[config.mk]
export PLATFORM = sky130hd
export DESIGN_NAME = kiu_keyboard_interrupt_unit
export DESIGN_NICKNAME = d
export VERILOG_FILES = /design/src/core/kiu_pkg.sv /design/src/core/kiu_keyboard_interrupt_unit.sv
export SDC_FILE = /design/constraint.sdc
export NUM_CORES = 1
export LEC_CHECK = 0
export ABC_AREA = 1
export BUFFER_PORTS_ARGS = -buffer_cell sky130_fd_sc_hd__buf_2
export CORE_UTILIZATION = 35
export DETAILED_ROUTE_END_ITERATION = 12
export GPL_TIMING_DRIVEN = 0
export PLACE_DENSITY = 0.57
export SLEW_MARGIN = 0
export SYNTH_ARGS = -nofsm -noshare
export SYNTH_HDL_FRONTEND = slang
export SYNTH_SLANG_ARGS = --single-unit
[constraint.sdc]
create_clock -name clk_i -period 2.1 [get_ports clk_i]
set_input_delay 0.21 -clock clk_i [delete_from_list [all_inputs] [get_ports clk_i]]
set_output_delay 0.21 -clock clk_i [all_outputs]
set_load 0.02 [all_outputs]
[src/core/kiu_pkg.sv]
package kiu_pkg;
  // register map, byte offsets on the 8-bit register port
  localparam logic [7:0] KIU_PORT_DATA_OFS  = 8'h03; // port d data latch / pin levels
  localparam logic [7:0] KIU_PORT_DIR_OFS   = 8'h07; // port d direction bits
  localparam logic [7:0] KIU_STAT_CTRL_OFS  = 8'h1A; // key_status_control
  localparam logic [7:0] KIU_ENABLE_OFS     = 8'h1B; // key_enable_register
  // key_status_control field positions
  localparam int unsigned KIU_TRIG_BIT  = 0; // key_trigger_level_select
  localparam int unsigned KIU_MASK_BIT  = 1; // key_request_mask
  localparam int unsigned KIU_ACK_BIT   = 2; // key_acknowledge, write only
  localparam int unsigned KIU_FLAG_BIT  = 3; // key_pending_flag, read only
  // values after reset
  localparam logic [7:0] KIU_ENABLE_RST = 8'h00;
  localparam logic [7:0] KIU_DIR_RST    = 8'h00;
  localparam logic [7:0] KIU_DATA_RST   = 8'h00;
  localparam logic [7:0] KIU_RDATA_RST  = 8'h00;
  localparam logic       KIU_BIT_RST    = 1'b0;
endpackage : kiu_pkg

[src/core/kiu_keyboard_interrupt_unit.sv]
// Behaviour
// - eight key pins, each with own enable
// - enabled pin also turns on its pull-up
// - request latched when pins leave all-high
// - edge mode: no request while another low
// - level mode: request held while pin low
// - level mode clears after ack and release
// - vector fetch acknowledges the request
// - writing one to ack bit acknowledges
// - later falling edges latch new requests
// - unmasked request raises cpu interrupt
// - edge mode: ack clears request immediately
// - reset clears request and trigger select
// - pending flag readable regardless of mask
// - enabled pin forced to input
// - pin level read only with direction zero
// - mask bit blocks cpu interrupt; reset clears it
// - ack bit reads back as zero
//
// Decided for this implementation: the strobed register port and the register addresses.
module kiu_keyboard_interrupt_unit
  import kiu_pkg::*;
(
  input  wire logic       clk_i,          // 25 mhz system clock
  input  wire logic       sys_rst_i,      // synchronous, active high
  input  wire logic [7:0] addr_i,         // register address
  input  wire logic [7:0] wdata_i,        // register write data
  input  wire logic       wr_i,           // write strobe
  input  wire logic       rd_i,           // read strobe
  output logic      [7:0] rdata_o,        // read data, cycle after rd_i
  input  wire logic       vec_fetch_i,    // cpu fetches the keyboard vector
  output logic            key_irq_o,      // interrupt to cpu priority logic
  input  wire logic [7:0] port_d_pins_i,  // pin levels, asynchronous
  output logic      [7:0] port_d_pins_o,  // pin output data
  output logic      [7:0] port_d_pins_oe_o, // pin output enables
  output logic      [7:0] key_pullup_o    // pull-up enables
);

  // synchroniser and detection state
  logic [7:0] pin_meta_r;        // first stage, read only by second
  logic [7:0] pin_sync_r;        // second stage, safe to use
  logic       keys_low_prev_r;   // any enabled pin low last cycle
  // control registers
  logic [7:0] key_pin_enable_r;  // one enable per key pin
  logic       key_trigger_level_select_r; // edge+level when set
  logic       key_request_mask_r;         // masks cpu interrupt
  logic [7:0] port_dir_r;        // port d direction bits
  logic [7:0] port_data_r;       // port d data latch
  // request state
  logic       key_pending_flag_r; // latched keyboard request
  logic       ack_held_r;        // ack seen while pins still low
  logic       key_pending_flag_nxt;
  logic       ack_held_nxt;
  // decoded strobes and events
  logic       wr_stat;           // write to status/control
  logic       key_ack;           // acknowledge from any source
  logic       keys_low;          // any enabled pin low now
  logic       fall_trig;         // all-high to some-low transition
  logic       clr_ok;            // conditions allow clearing
  logic [7:0] rdata_nxt;

  // register selects, shared by reads and writes
  function automatic logic hit(input logic [7:0] a, input logic [7:0] ofs);
    hit = (a == ofs);
  endfunction : hit

  // port read mixes latch and pin by direction bit
  function automatic logic [7:0] port_view(input logic [7:0] dir,
                                           input logic [7:0] dat,
                                           input logic [7:0] pin);
    port_view = (dir & dat) | (~dir & pin);
  endfunction : port_view

  // pin synchroniser, two flops before any use
  always_ff @(posedge clk_i) begin
    if (sys_rst_i) begin
      pin_meta_r <= 8'hFF;
      pin_sync_r <= 8'hFF;
    end else begin
      pin_meta_r <= port_d_pins_i;
      pin_sync_r <= pin_meta_r;
    end
  end

  // strobes and level summary
  assign wr_stat   = wr_i && hit(addr_i, KIU_STAT_CTRL_OFS);
  // vector fetch or software write of a one
  assign key_ack   = vec_fetch_i
                   || (wr_stat && wdata_i[KIU_ACK_BIT]);
  // only enabled pins take part
  assign keys_low  = |(~pin_sync_r & key_pin_enable_r);
  // edge only when every enabled pin was high before
  assign fall_trig = keys_low && !keys_low_prev_r;
  // level mode needs pins back high as well
  assign clr_ok    = !key_trigger_level_select_r || !keys_low;

  // previous level for edge detection
  always_ff @(posedge clk_i) begin
    if (sys_rst_i) begin
      keys_low_prev_r <= KIU_BIT_RST;
    end else begin
      keys_low_prev_r <= keys_low;
    end
  end

  // next request state, a new edge wins over a clear
  always_comb begin
    key_pending_flag_nxt = key_pending_flag_r;
    ack_held_nxt         = ack_held_r;
    if (fall_trig) begin
      // fresh edge, acks before it do not count
      key_pending_flag_nxt = 1'b1;
      ack_held_nxt         = 1'b0;
    end else if ((key_ack || ack_held_r) && clr_ok) begin
      // ack and release both seen, in any order
      key_pending_flag_nxt = 1'b0;
      ack_held_nxt         = 1'b0;
    end else if (key_ack && key_pending_flag_r) begin
      // level mode with a pin still low: remember ack
      ack_held_nxt         = 1'b1;
    end else if (!key_pending_flag_r) begin
      // nothing pending, nothing to remember
      ack_held_nxt         = 1'b0;
    end
  end

  // request latch, cleared by reset even with pins low
  always_ff @(posedge clk_i) begin
    if (sys_rst_i) begin
      key_pending_flag_r <= KIU_BIT_RST;
      ack_held_r         <= KIU_BIT_RST;
    end else begin
      key_pending_flag_r <= key_pending_flag_nxt;
      ack_held_r         <= ack_held_nxt;
    end
  end

  // status/control register; ack bit is not stored
  always_ff @(posedge clk_i) begin
    if (sys_rst_i) begin
      key_trigger_level_select_r <= KIU_BIT_RST;
      key_request_mask_r         <= KIU_BIT_RST;
    end else if (wr_stat) begin
      key_trigger_level_select_r <= wdata_i[KIU_TRIG_BIT];
      key_request_mask_r         <= wdata_i[KIU_MASK_BIT];
    end
  end

  // key pin enable register
  always_ff @(posedge clk_i) begin
    if (sys_rst_i) begin
      key_pin_enable_r <= KIU_ENABLE_RST;
    end else if (wr_i && hit(addr_i, KIU_ENABLE_OFS)) begin
      key_pin_enable_r <= wdata_i;
    end
  end

  // port d direction and data latch; latch always writable
  always_ff @(posedge clk_i) begin
    if (sys_rst_i) begin
      port_dir_r  <= KIU_DIR_RST;
      port_data_r <= KIU_DATA_RST;
    end else begin
      if (wr_i && hit(addr_i, KIU_PORT_DIR_OFS)) begin
        port_dir_r <= wdata_i;
      end
      if (wr_i && hit(addr_i, KIU_PORT_DATA_OFS)) begin
        port_data_r <= wdata_i;
      end
    end
  end

  // pin drivers, enable overrides direction
  always_ff @(posedge clk_i) begin
    if (sys_rst_i) begin
      port_d_pins_o    <= KIU_DATA_RST;
      port_d_pins_oe_o <= KIU_DIR_RST;
      key_pullup_o     <= KIU_ENABLE_RST;
    end else begin
      port_d_pins_o    <= port_data_r;
      port_d_pins_oe_o <= port_dir_r & ~key_pin_enable_r;
      key_pullup_o     <= key_pin_enable_r;
    end
  end

  // cpu interrupt, held off while masked
  always_ff @(posedge clk_i) begin
    if (sys_rst_i) begin
      key_irq_o <= KIU_BIT_RST;
    end else begin
      key_irq_o <= key_pending_flag_r && !key_request_mask_r;
    end
  end

  // read mux, unmapped addresses read zero
  always_comb begin
    rdata_nxt = 8'h00;
    if (hit(addr_i, KIU_STAT_CTRL_OFS)) begin
      // flag ignores mask, ack bit stays zero
      rdata_nxt[KIU_FLAG_BIT] = key_pending_flag_r;
      rdata_nxt[KIU_ACK_BIT]  = 1'b0;
      rdata_nxt[KIU_MASK_BIT] = key_request_mask_r;
      rdata_nxt[KIU_TRIG_BIT] = key_trigger_level_select_r;
    end else if (hit(addr_i, KIU_ENABLE_OFS)) begin
      rdata_nxt = key_pin_enable_r;
    end else if (hit(addr_i, KIU_PORT_DIR_OFS)) begin
      rdata_nxt = port_dir_r;
    end else if (hit(addr_i, KIU_PORT_DATA_OFS)) begin
      // pin level only where direction is input
      rdata_nxt = port_view(port_dir_r, port_data_r, pin_sync_r);
    end
  end

  // read data register, valid the cycle after rd_i
  always_ff @(posedge clk_i) begin
    if (sys_rst_i) begin
      rdata_o <= KIU_RDATA_RST;
    end else if (rd_i) begin
      rdata_o <= rdata_nxt;
    end else begin
      rdata_o <= KIU_RDATA_RST;
    end
  end
endmodule : kiu_keyboard_interrupt_unit

After elaboration in Yosys (flattened, before gate mapping):

Cells that the tools add are included.

* equality and inequality tests: 5
* mux-type cells: 8
* bitwise operators: 9
* reductions and logical operators: 21

Operators with widths (number)
* $and 8x8->8: 4
* $mux 8: 3
* $not 8->8: 3
* $eq 8x5->1 const B: 2
* $logic_and 1x1->1: 9
* $eq 8x2->1 const B: 1
* $eq 8x3->1 const B: 1
* $or 8x8->8: 1
* $reduce_or 8->1: 1
* $reduce_or 3->1: 2
* $logic_not 1->1: 4
* $mux 1: 4
* $mux 4: 1
* $logic_or 1x1->1: 3
* $ne 2x1->1 const B: 1
* $reduce_bool 2->1: 1
* $reduce_or 2->1: 1
* $not 1->1: 1

* register bits: 78
* input bits: 29
* output and inout port bits: 33
* word-level logic and storage cells: 59

Longest topological paths before layout:

Gate-level depths: netlist of the first run.

* depth after elaboration: 8
* mapped depth: 9
* mapped depth without buffers: 9

Worst setup path before layout of the first run:

Ideal clock, no wire load.

* kind: input port to flip-flop
* start point: in addr_i[6]
* end point: reg port_data_r[5]
* setup time: 0.117 ns
* data arrival time: 0.990 ns
* data required time: 1.983 ns
* slack: 0.993 ns
* cell stages on the path: 9
* path buffers: 1
* path through: inv_2 > nand2_4 > nor3_4 > nand2_2 > inv_4 > nand2_4 > buf_6 > o21ai_1 > a21oi_1

* word-level cells in the longest chain between the ends: 2

Ends and longest elaborated chain
* start: declaration: RTL line kiu_keyboard_interrupt_unit.sv:26 `input wire logic [7:0] addr_i,`
* $eq 8x2->1: RTL line kiu_keyboard_interrupt_unit.sv:64 `hit = (a == ofs);`
* $logic_and 1x1->1: RTL line kiu_keyboard_interrupt_unit.sv:167 `if (wr_i && hit(addr_i, KIU_PORT_DATA_OFS)) begin`
* end signal: assignment: RTL line kiu_keyboard_interrupt_unit.sv:168 `port_data_r <= wdata_i;`
* end: declaration: RTL line kiu_keyboard_interrupt_unit.sv:48 `logic [7:0] port_data_r;`

No other way between the ends.
A chain may end at the register's enable or synchronous reset.

Worst setup path after layout of the first run:

* start point: reg key_pin_enable_r[0]
* end point: reg key_pending_flag_r

* word-level cells in the longest chain between the ends: 6
* elaborated cells on any way between the ends: 8
* those cells by class: 1 x mux; 1 x bitwise; 6 x reduce/logical

Ends and longest elaborated chain
* start: declaration: RTL line kiu_keyboard_interrupt_unit.sv:44 `logic [7:0] key_pin_enable_r;`
* start signal: assignment: RTL line kiu_keyboard_interrupt_unit.sv:154 `key_pin_enable_r <= wdata_i;`
* $and 8x8->8 (*): RTL line kiu_keyboard_interrupt_unit.sv:91 `assign keys_low = |(~pin_sync_r & key_pin_enable_r);`
* $reduce_or 8->1 (*): RTL line kiu_keyboard_interrupt_unit.sv:91
* $logic_not 1->1: RTL line kiu_keyboard_interrupt_unit.sv:95 `assign clr_ok = !key_trigger_level_select_r || !keys_low;`
* $logic_or 1x1->1: RTL line kiu_keyboard_interrupt_unit.sv:95
* $logic_and 1x1->1: RTL line kiu_keyboard_interrupt_unit.sv:114 `end else if ((key_ack || ack_held_r) && clr_ok) begin`
* $reduce_bool 2->1 (no line)
* end signal: assignment: RTL line kiu_keyboard_interrupt_unit.sv:133 `key_pending_flag_r <= key_pending_flag_nxt;`
* end: declaration: RTL line kiu_keyboard_interrupt_unit.sv:50 `logic key_pending_flag_r;`

Every way passes the cells marked *; elsewhere a longest branch is shown, timed or not.

==> metrics, run 1 <==
status finished clean; multi-input logic area about 0.0010 mm2; P&R area growth vs syn 23.65%; routed len/inst 12.94 um; post-CTS setup buffers 0; CTS tree built; Final Util between 40 and 50%; final setup fails 0; RSZ-0062 raised after global routing false; syn_nets 363; critical path's top delay family simple AND/OR/NAND/NOR gates; setup TNS 0 ns; DRT Pass-1 Iters 4; Seq/Total Area, Yosys 55.79%; die width between 90 and 100 um; Peak Freq approximately 840 MHz; Filler cells between 700 and 800; post-cts hold buffer count 0; HPWL after DPL around 4700 um; root buffer cell clkbuf_8; Final Skew between 0.004 and 0.005 ns; Post-Syn Instances around 330; layout cells sized above 1 ~28%; pin count of the biggest net entering global routing 13; Pwr Density ~840 mW/mm2; kind of critical path reg2reg; Inserted Clock Buffers 9; post-synthesis average cell area between 8 and 9 um2; total chip power between 2000 and 3000 uW; vias in the first global route 2105; Final Max Tran Viols 0; Initial Util a little over a third; ANT cells 0; Rel. slew slack just under 60%; drt drc 0; cell chain of the critical path inv_1 -> o21ai_0 -> nor2_1 -> nand2_1 -> nand2_1 -> nand2_1 -> nand2_1 -> a21oi_1; startpoint types flip-flop; Setup crit end kind flip-flop; die footprint about 0.0084 mm2; Synth Cell Area between 0.002 and 0.003 mm2; All-Layer GR Usage between 10% and 20%; routed via count ~2300; WP data required around 2.4 ns; initial antenna violation count 0; R2R Setup Slk 0.90 ns; FF/Latch Area ~0.0016 mm2; hold crit path type in2reg; Rows 32; Bufs on Longest Clock Path 2; Core ar. about 0.0077 mm2; gr ovfl total 0; critical path's most frequent cell nand2_1; CTS resizes 0; CTS Sinks 78; Max Cap Viol 0; Port Buffers 60; Tcrit/Tclk final between 50 and 60%; worst IR drop on VDD 0.0003373 V; Final ANT Viol Nets 0; crit-path max cell delay 0.35 ns; CP max FO 3; synth warn 0; post-layout min period ~1.2 ns; Clk Latency, worst-skew pair 0.35 ns; Synth cell types 27; final hold viol count 0; CP max-delay cell dfxtp_1; worst path buffer plus inverter count 1; Total Wirelength 6623 um; first-pass GRT wire length 10400 um; Leak 0.001608 uW; Post-layout nets between 400 and 500; 1st-iter DRT viols about 130; # IOs 62; Seq cells post-synth 78; worst-margin pin slew about 0.63 ns; clock-pin slew on the worst setup and hold paths around 0.08 ns; GP Congestion a little over 0.8; chip height 91.43 um; CP arrival 1.47 ns; # H-tree levels 3; routed vias/inst 4.586
## cell usage after synthesis (all sizes together)
| library cell | number | area [um2] |
|---|---|---|
| dfxtp | 78 | 1562 |
| o21ai | 56 | 284.0 |
| inv | 46 | 175.2 |
| nor2 | 43 | 187.7 |
| nand2 | 40 | 177.7 |
| a21oi | 24 | 123.9 |
| nor3 | 17 | 106.4 |
| or2 | 16 | 100.1 |
| clkbuf | 6 | 23.77 |
| buf | 5 | 37.53 |
| nand3 | 2 | 15.01 |
| nand4 | 1 | 6.260 |
## layout make-up
| class | count | area share, % |
|---|---|---|
| flip-flops and latches | 78 | 45.12 |
| multi-input cells | 199 | 28.92 |
| well taps | 102 | 3.688 |
| clock inverters | 3 | 1.880 |
| repair buffers | 60 | 8.677 |
| clock buffers | 13 | 4.881 |
| inverters | 46 | 5.061 |
| plain buffers | 11 | 1.772 |
## state kept, by name (all words and copies together) (netlist names), 8 cells and up
name,cells
key_pin_enable_r,8
key_pullup_o,8
pin_meta_r,8
pin_sync_r,8
port_d_pins_o,8
port_d_pins_oe_o,8
port_data_r,8
port_dir_r,8
rdata_o,8
## placed cells by master, fill, tap and decap left out
cell / instances
a21oi_1: 23
a21oi_2: 1
buf_2: 63
buf_6: 2
bufinv_16: 2
clkbuf_1: 6
clkbuf_2: 1
clkbuf_8: 12
clkinv_2: 1
dfxtp_1: 78
inv_1: 41
inv_2: 4
inv_4: 1
nand2_1: 35
nand2_2: 2
nand2_4: 3
nand3_1: 1
nand3_2: 1
nand4_1: 1
nor2_1: 40
nor2_2: 1
nor2_4: 1
nor2_8: 1
nor3_1: 14
nor3_2: 2
nor3_4: 1
o21ai_0: 46
o21ai_1: 9
o21ai_2: 1
or2_2: 16
## where the power goes
| group | internal (uW) | total (uW) | switching (uW) |
|---|---|---|---|
| sequential | 1490 | 1500 | 5.86 |
| combinational | 46.7 | 127 | 80.1 |
| clock | 765 | 1280 | 514 |
## metrics by stage
| stage | cell area, um2 | instances | hold WS (ns) | setup WS, ns |
|---|---|---|---|---|
| 2_1_floorplan | 2799 | 334 | 0.3138 | 0.9927 |
| 3_3_place_gp | 3227 | 496 | 0.3904 | 0.6839 |
| 3_5_place_dp | 3227 | 496 | 0.3923 | 0.6717 |
| 4_1_cts | 3461 | 512 | 0.02162 | 0.9117 |
| 5_1_grt | 3461 | 512 | 0.02601 | 0.7722 |
| 6_report | 3461 | 512 | 0.03867 | 0.9041 |
## kinds of logic (layout without fill, tap and decap cells)
group                  count (synthesis)  after routing  share of synthesized area [%]
AND/OR/NAND/NOR                      119            119                          21.19
AO/OA/AOI/OAI                         80             80                          14.57
flip-flops                            78             78                          55.79
buffers and inverters                 57            133                          8.449
## routing by layer
| layer | vias to the layer above | track usage, % | routed length (um) |
|---|---|---|---|
| li1 | 1204 | - | - |
| met1 | 1057 | 22.90 | 3120 |
| met2 | 81 | 24.31 | 2948 |
| met3 | 6 | 3.936 | 475 |
| met4 | 0 | 9.392 | 78 |
| met5 | - | 0 | 0 |
## final timing paths
| check | from | to | cells past startpoint |
|---|---|---|---|
| hold reg to reg | pin_meta_r[5] | pin_sync_r[5] | 1 |
| setup / recovery | key_pin_enable_r[0] | key_pending_flag_r | 8 |
| hold / removal | port_d_pins_i[7] | pin_meta_r[7] | 2 |
| setup reg to reg | key_pin_enable_r[0] | key_pending_flag_r | 8 |
(Power assumes the default switching activity.)
==> run 2, diff against run 1 <==
- PLACE_DENSITY: 0.57 -> 0.59
- clock period: 2.1 -> 1.1 ns (I/O delays scaled with it)
==> run 2 against run 1 <==
  * Register-to-register slack lost 0.91 ns
  * Power grew 95%
  * Largest cell class unchanged
  * Clock power grew 99%
  * The run now ends with negative setup slack left
  * Largest power group unchanged
  * Hold slack lost 0.0064 ns
  * Global-route usage grew 0.36 points
==> metrics, run 2 (synthesis results as in run 1) <==
chip height about 91 um; Port Buffers 60; kind of critical path reg2reg; cell chain of the critical path inv_1 -> nand2_1 -> o21ai_1 -> nor2_1 -> nand2_1 -> nand2_1 -> nand2_1 -> nand2_1 -> a21oi_1; met2 GRT Util a little over a quarter; most frequent cells in the layout dfxtp_1, buf_2, o21ai_0; worst IR drop on VDD between 0.0005 and 0.0006 V; GRT Max-Usage Layer met2; die width just over 90 um; gr ovfl total 0; pin count of the biggest net entering global routing 13; GP Congestion about 0.84; met1 Usage GRT between 20% and 30%; CTS Sinks 78; Final ANT Viol Nets 0; status complete, but fails checks; worst-margin pin slew between 0.5 and 0.6 ns; WP data required 1.32 ns; Pwr Density 1595 mW/mm2; Max Cap Viol 0; layout cells sized above 1 30.86%; # H-tree levels 3; Leak between 0.0015 and 0.002 uW; All-Layer GR Usage 17.18%; CP max-delay cell dfxtp_2; Clk Latency, worst-skew pair 0.35 ns; HPWL after DPL approximately 4600 um; Initial Util between 30 and 40%; CP max FO 2; 1st-iter DRT viols between 100 and 150; vias in the first global route around 2100; die footprint ~0.0084 mm2; Rel. slew slack roughly 62%; root buffer cell clkbuf_8; drt drc 0; routed vias/inst roughly 4.6; final setup fails 1; Setup crit end kind flip-flop; setup slack after layout -0.008165 ns; hold crit path type in2reg; M3 GR Usage roughly 4.0%; dpl cells around 500; Non-Filler Instances 520; Post-layout nets around 440; Core ar. 0.007727 mm2; RSZ-0062 raised after global routing true; critical path's most frequent cell nand2_1; Filler cells 780; post-place setup slack -0.2339 ns; CTS tree built; failing checks negative setup slack; startpoint types flip-flop; Tcrit/Tclk final 100.7%; # IOs slightly above 60; routed via count 2403; setup TNS -0.008165 ns; Bufs on Longest Clock Path 2; Final Max Tran Viols 0; CP arrival about 1.3 ns; critical path's top delay family simple AND/OR/NAND/NOR gates; routed len/inst 12.82 um; ANT cells 0; initial antenna violation count 0; post-layout min period approximately 1.1 ns; Final Skew 0.005679 ns; first-pass GRT wire length ~10000 um; DRT Pass-1 Iters 4; P&R area growth vs syn 27.18%; commonest non-fill, non-tap cell in the layout dfxtp_1; Rows 32; Peak Freq roughly 900 MHz; Total Wirelength 6665 um; crit-path max cell delay ~0.33 ns; Inserted Clock Buffers 9; final hold viol count 0; clock-pin slew on the worst setup and hold paths about 0.080 ns; worst path buffer plus inverter count 1
run 2: cell count changes in the layout (fill, tap and decap cells not counted):
cell	previous run	this run
o21ai_1	9	14
buf_4	0	1
dlygate4sd3_1	0	8
bufinv_16	2	3
inv_2	4	10
dfxtp_2	0	7
o21ai_0	46	41
dfxtp_1	78	71
inv_1	41	35
clkbuf_8	12	10
run 2: layout make-up:
type                    instances  area, um2  area share (%)
multi-input cells             199       1001           28.12
repair buffers                 69      387.9           10.90
clock buffers                  11      141.4           3.972
well taps                     102      127.6           3.585
clock inverters                 4      95.09           2.671
inverters                      46      175.2           4.921
plain buffers                  11      61.31           1.722
flip-flops and latches         78       1570           44.11
run 2: repair_timing:
action,CTS,global route
setup endpoints to repair,2,3
pin swaps,6,6
hold buffers,8,0
endpoints found under the hold margin,8,0
buffers inserted,1,0
resized for setup,10,8
run 2: power breakdown:
group	switching, uW	internal, uW
combinational	155	109
clock	994	1550
sequential	11.3	2850
run 2: through the flow:
step / util [%] / instance area [um2] / hold WS (ns) / total power (uW)
5_1_grt: 46.07 / 3560 / 0.01177 / 5886
3_5_place_dp: 41.76 / 3227 / 0.2957 / 3170
6_report: 46.07 / 3560 / 0.03223 / 5677
3_3_place_gp: 41.76 / 3227 / 0.2948 / 3168
4_1_cts: 46.00 / 3555 / 0.02324 / 5727
2_1_floorplan: - / 2799 / 0.2138 / 3055
run 2: worst paths after layout:
check / startpoint / endpoint / slack [ns] / cells past startpoint
worst max-delay path: pin_sync_r[4] / key_pending_flag_r / -0.008 / 9
worst min-delay path: wdata_i[5] / key_pin_enable_r[5] / 0.03 / 3
worst max register to register: pin_sync_r[4] / key_pending_flag_r / -0.008 / 9
worst min register to register: pin_meta_r[6] / pin_sync_r[6] / 0.41 / 1
run 2: per-layer routing:
layer / vias up / wire (um)
met5: - / 0
li1: 1221 / -
met1: 1073 / 2846
met3: 7 / 683
met4: 0 / 79
met2: 102 / 3055
run 2: tightest hold or removal path, delay by kind of cell:
kind | cells | cell delay, ns
simple gates | 2 | 0.13
buf+inv | 1 | 0.11
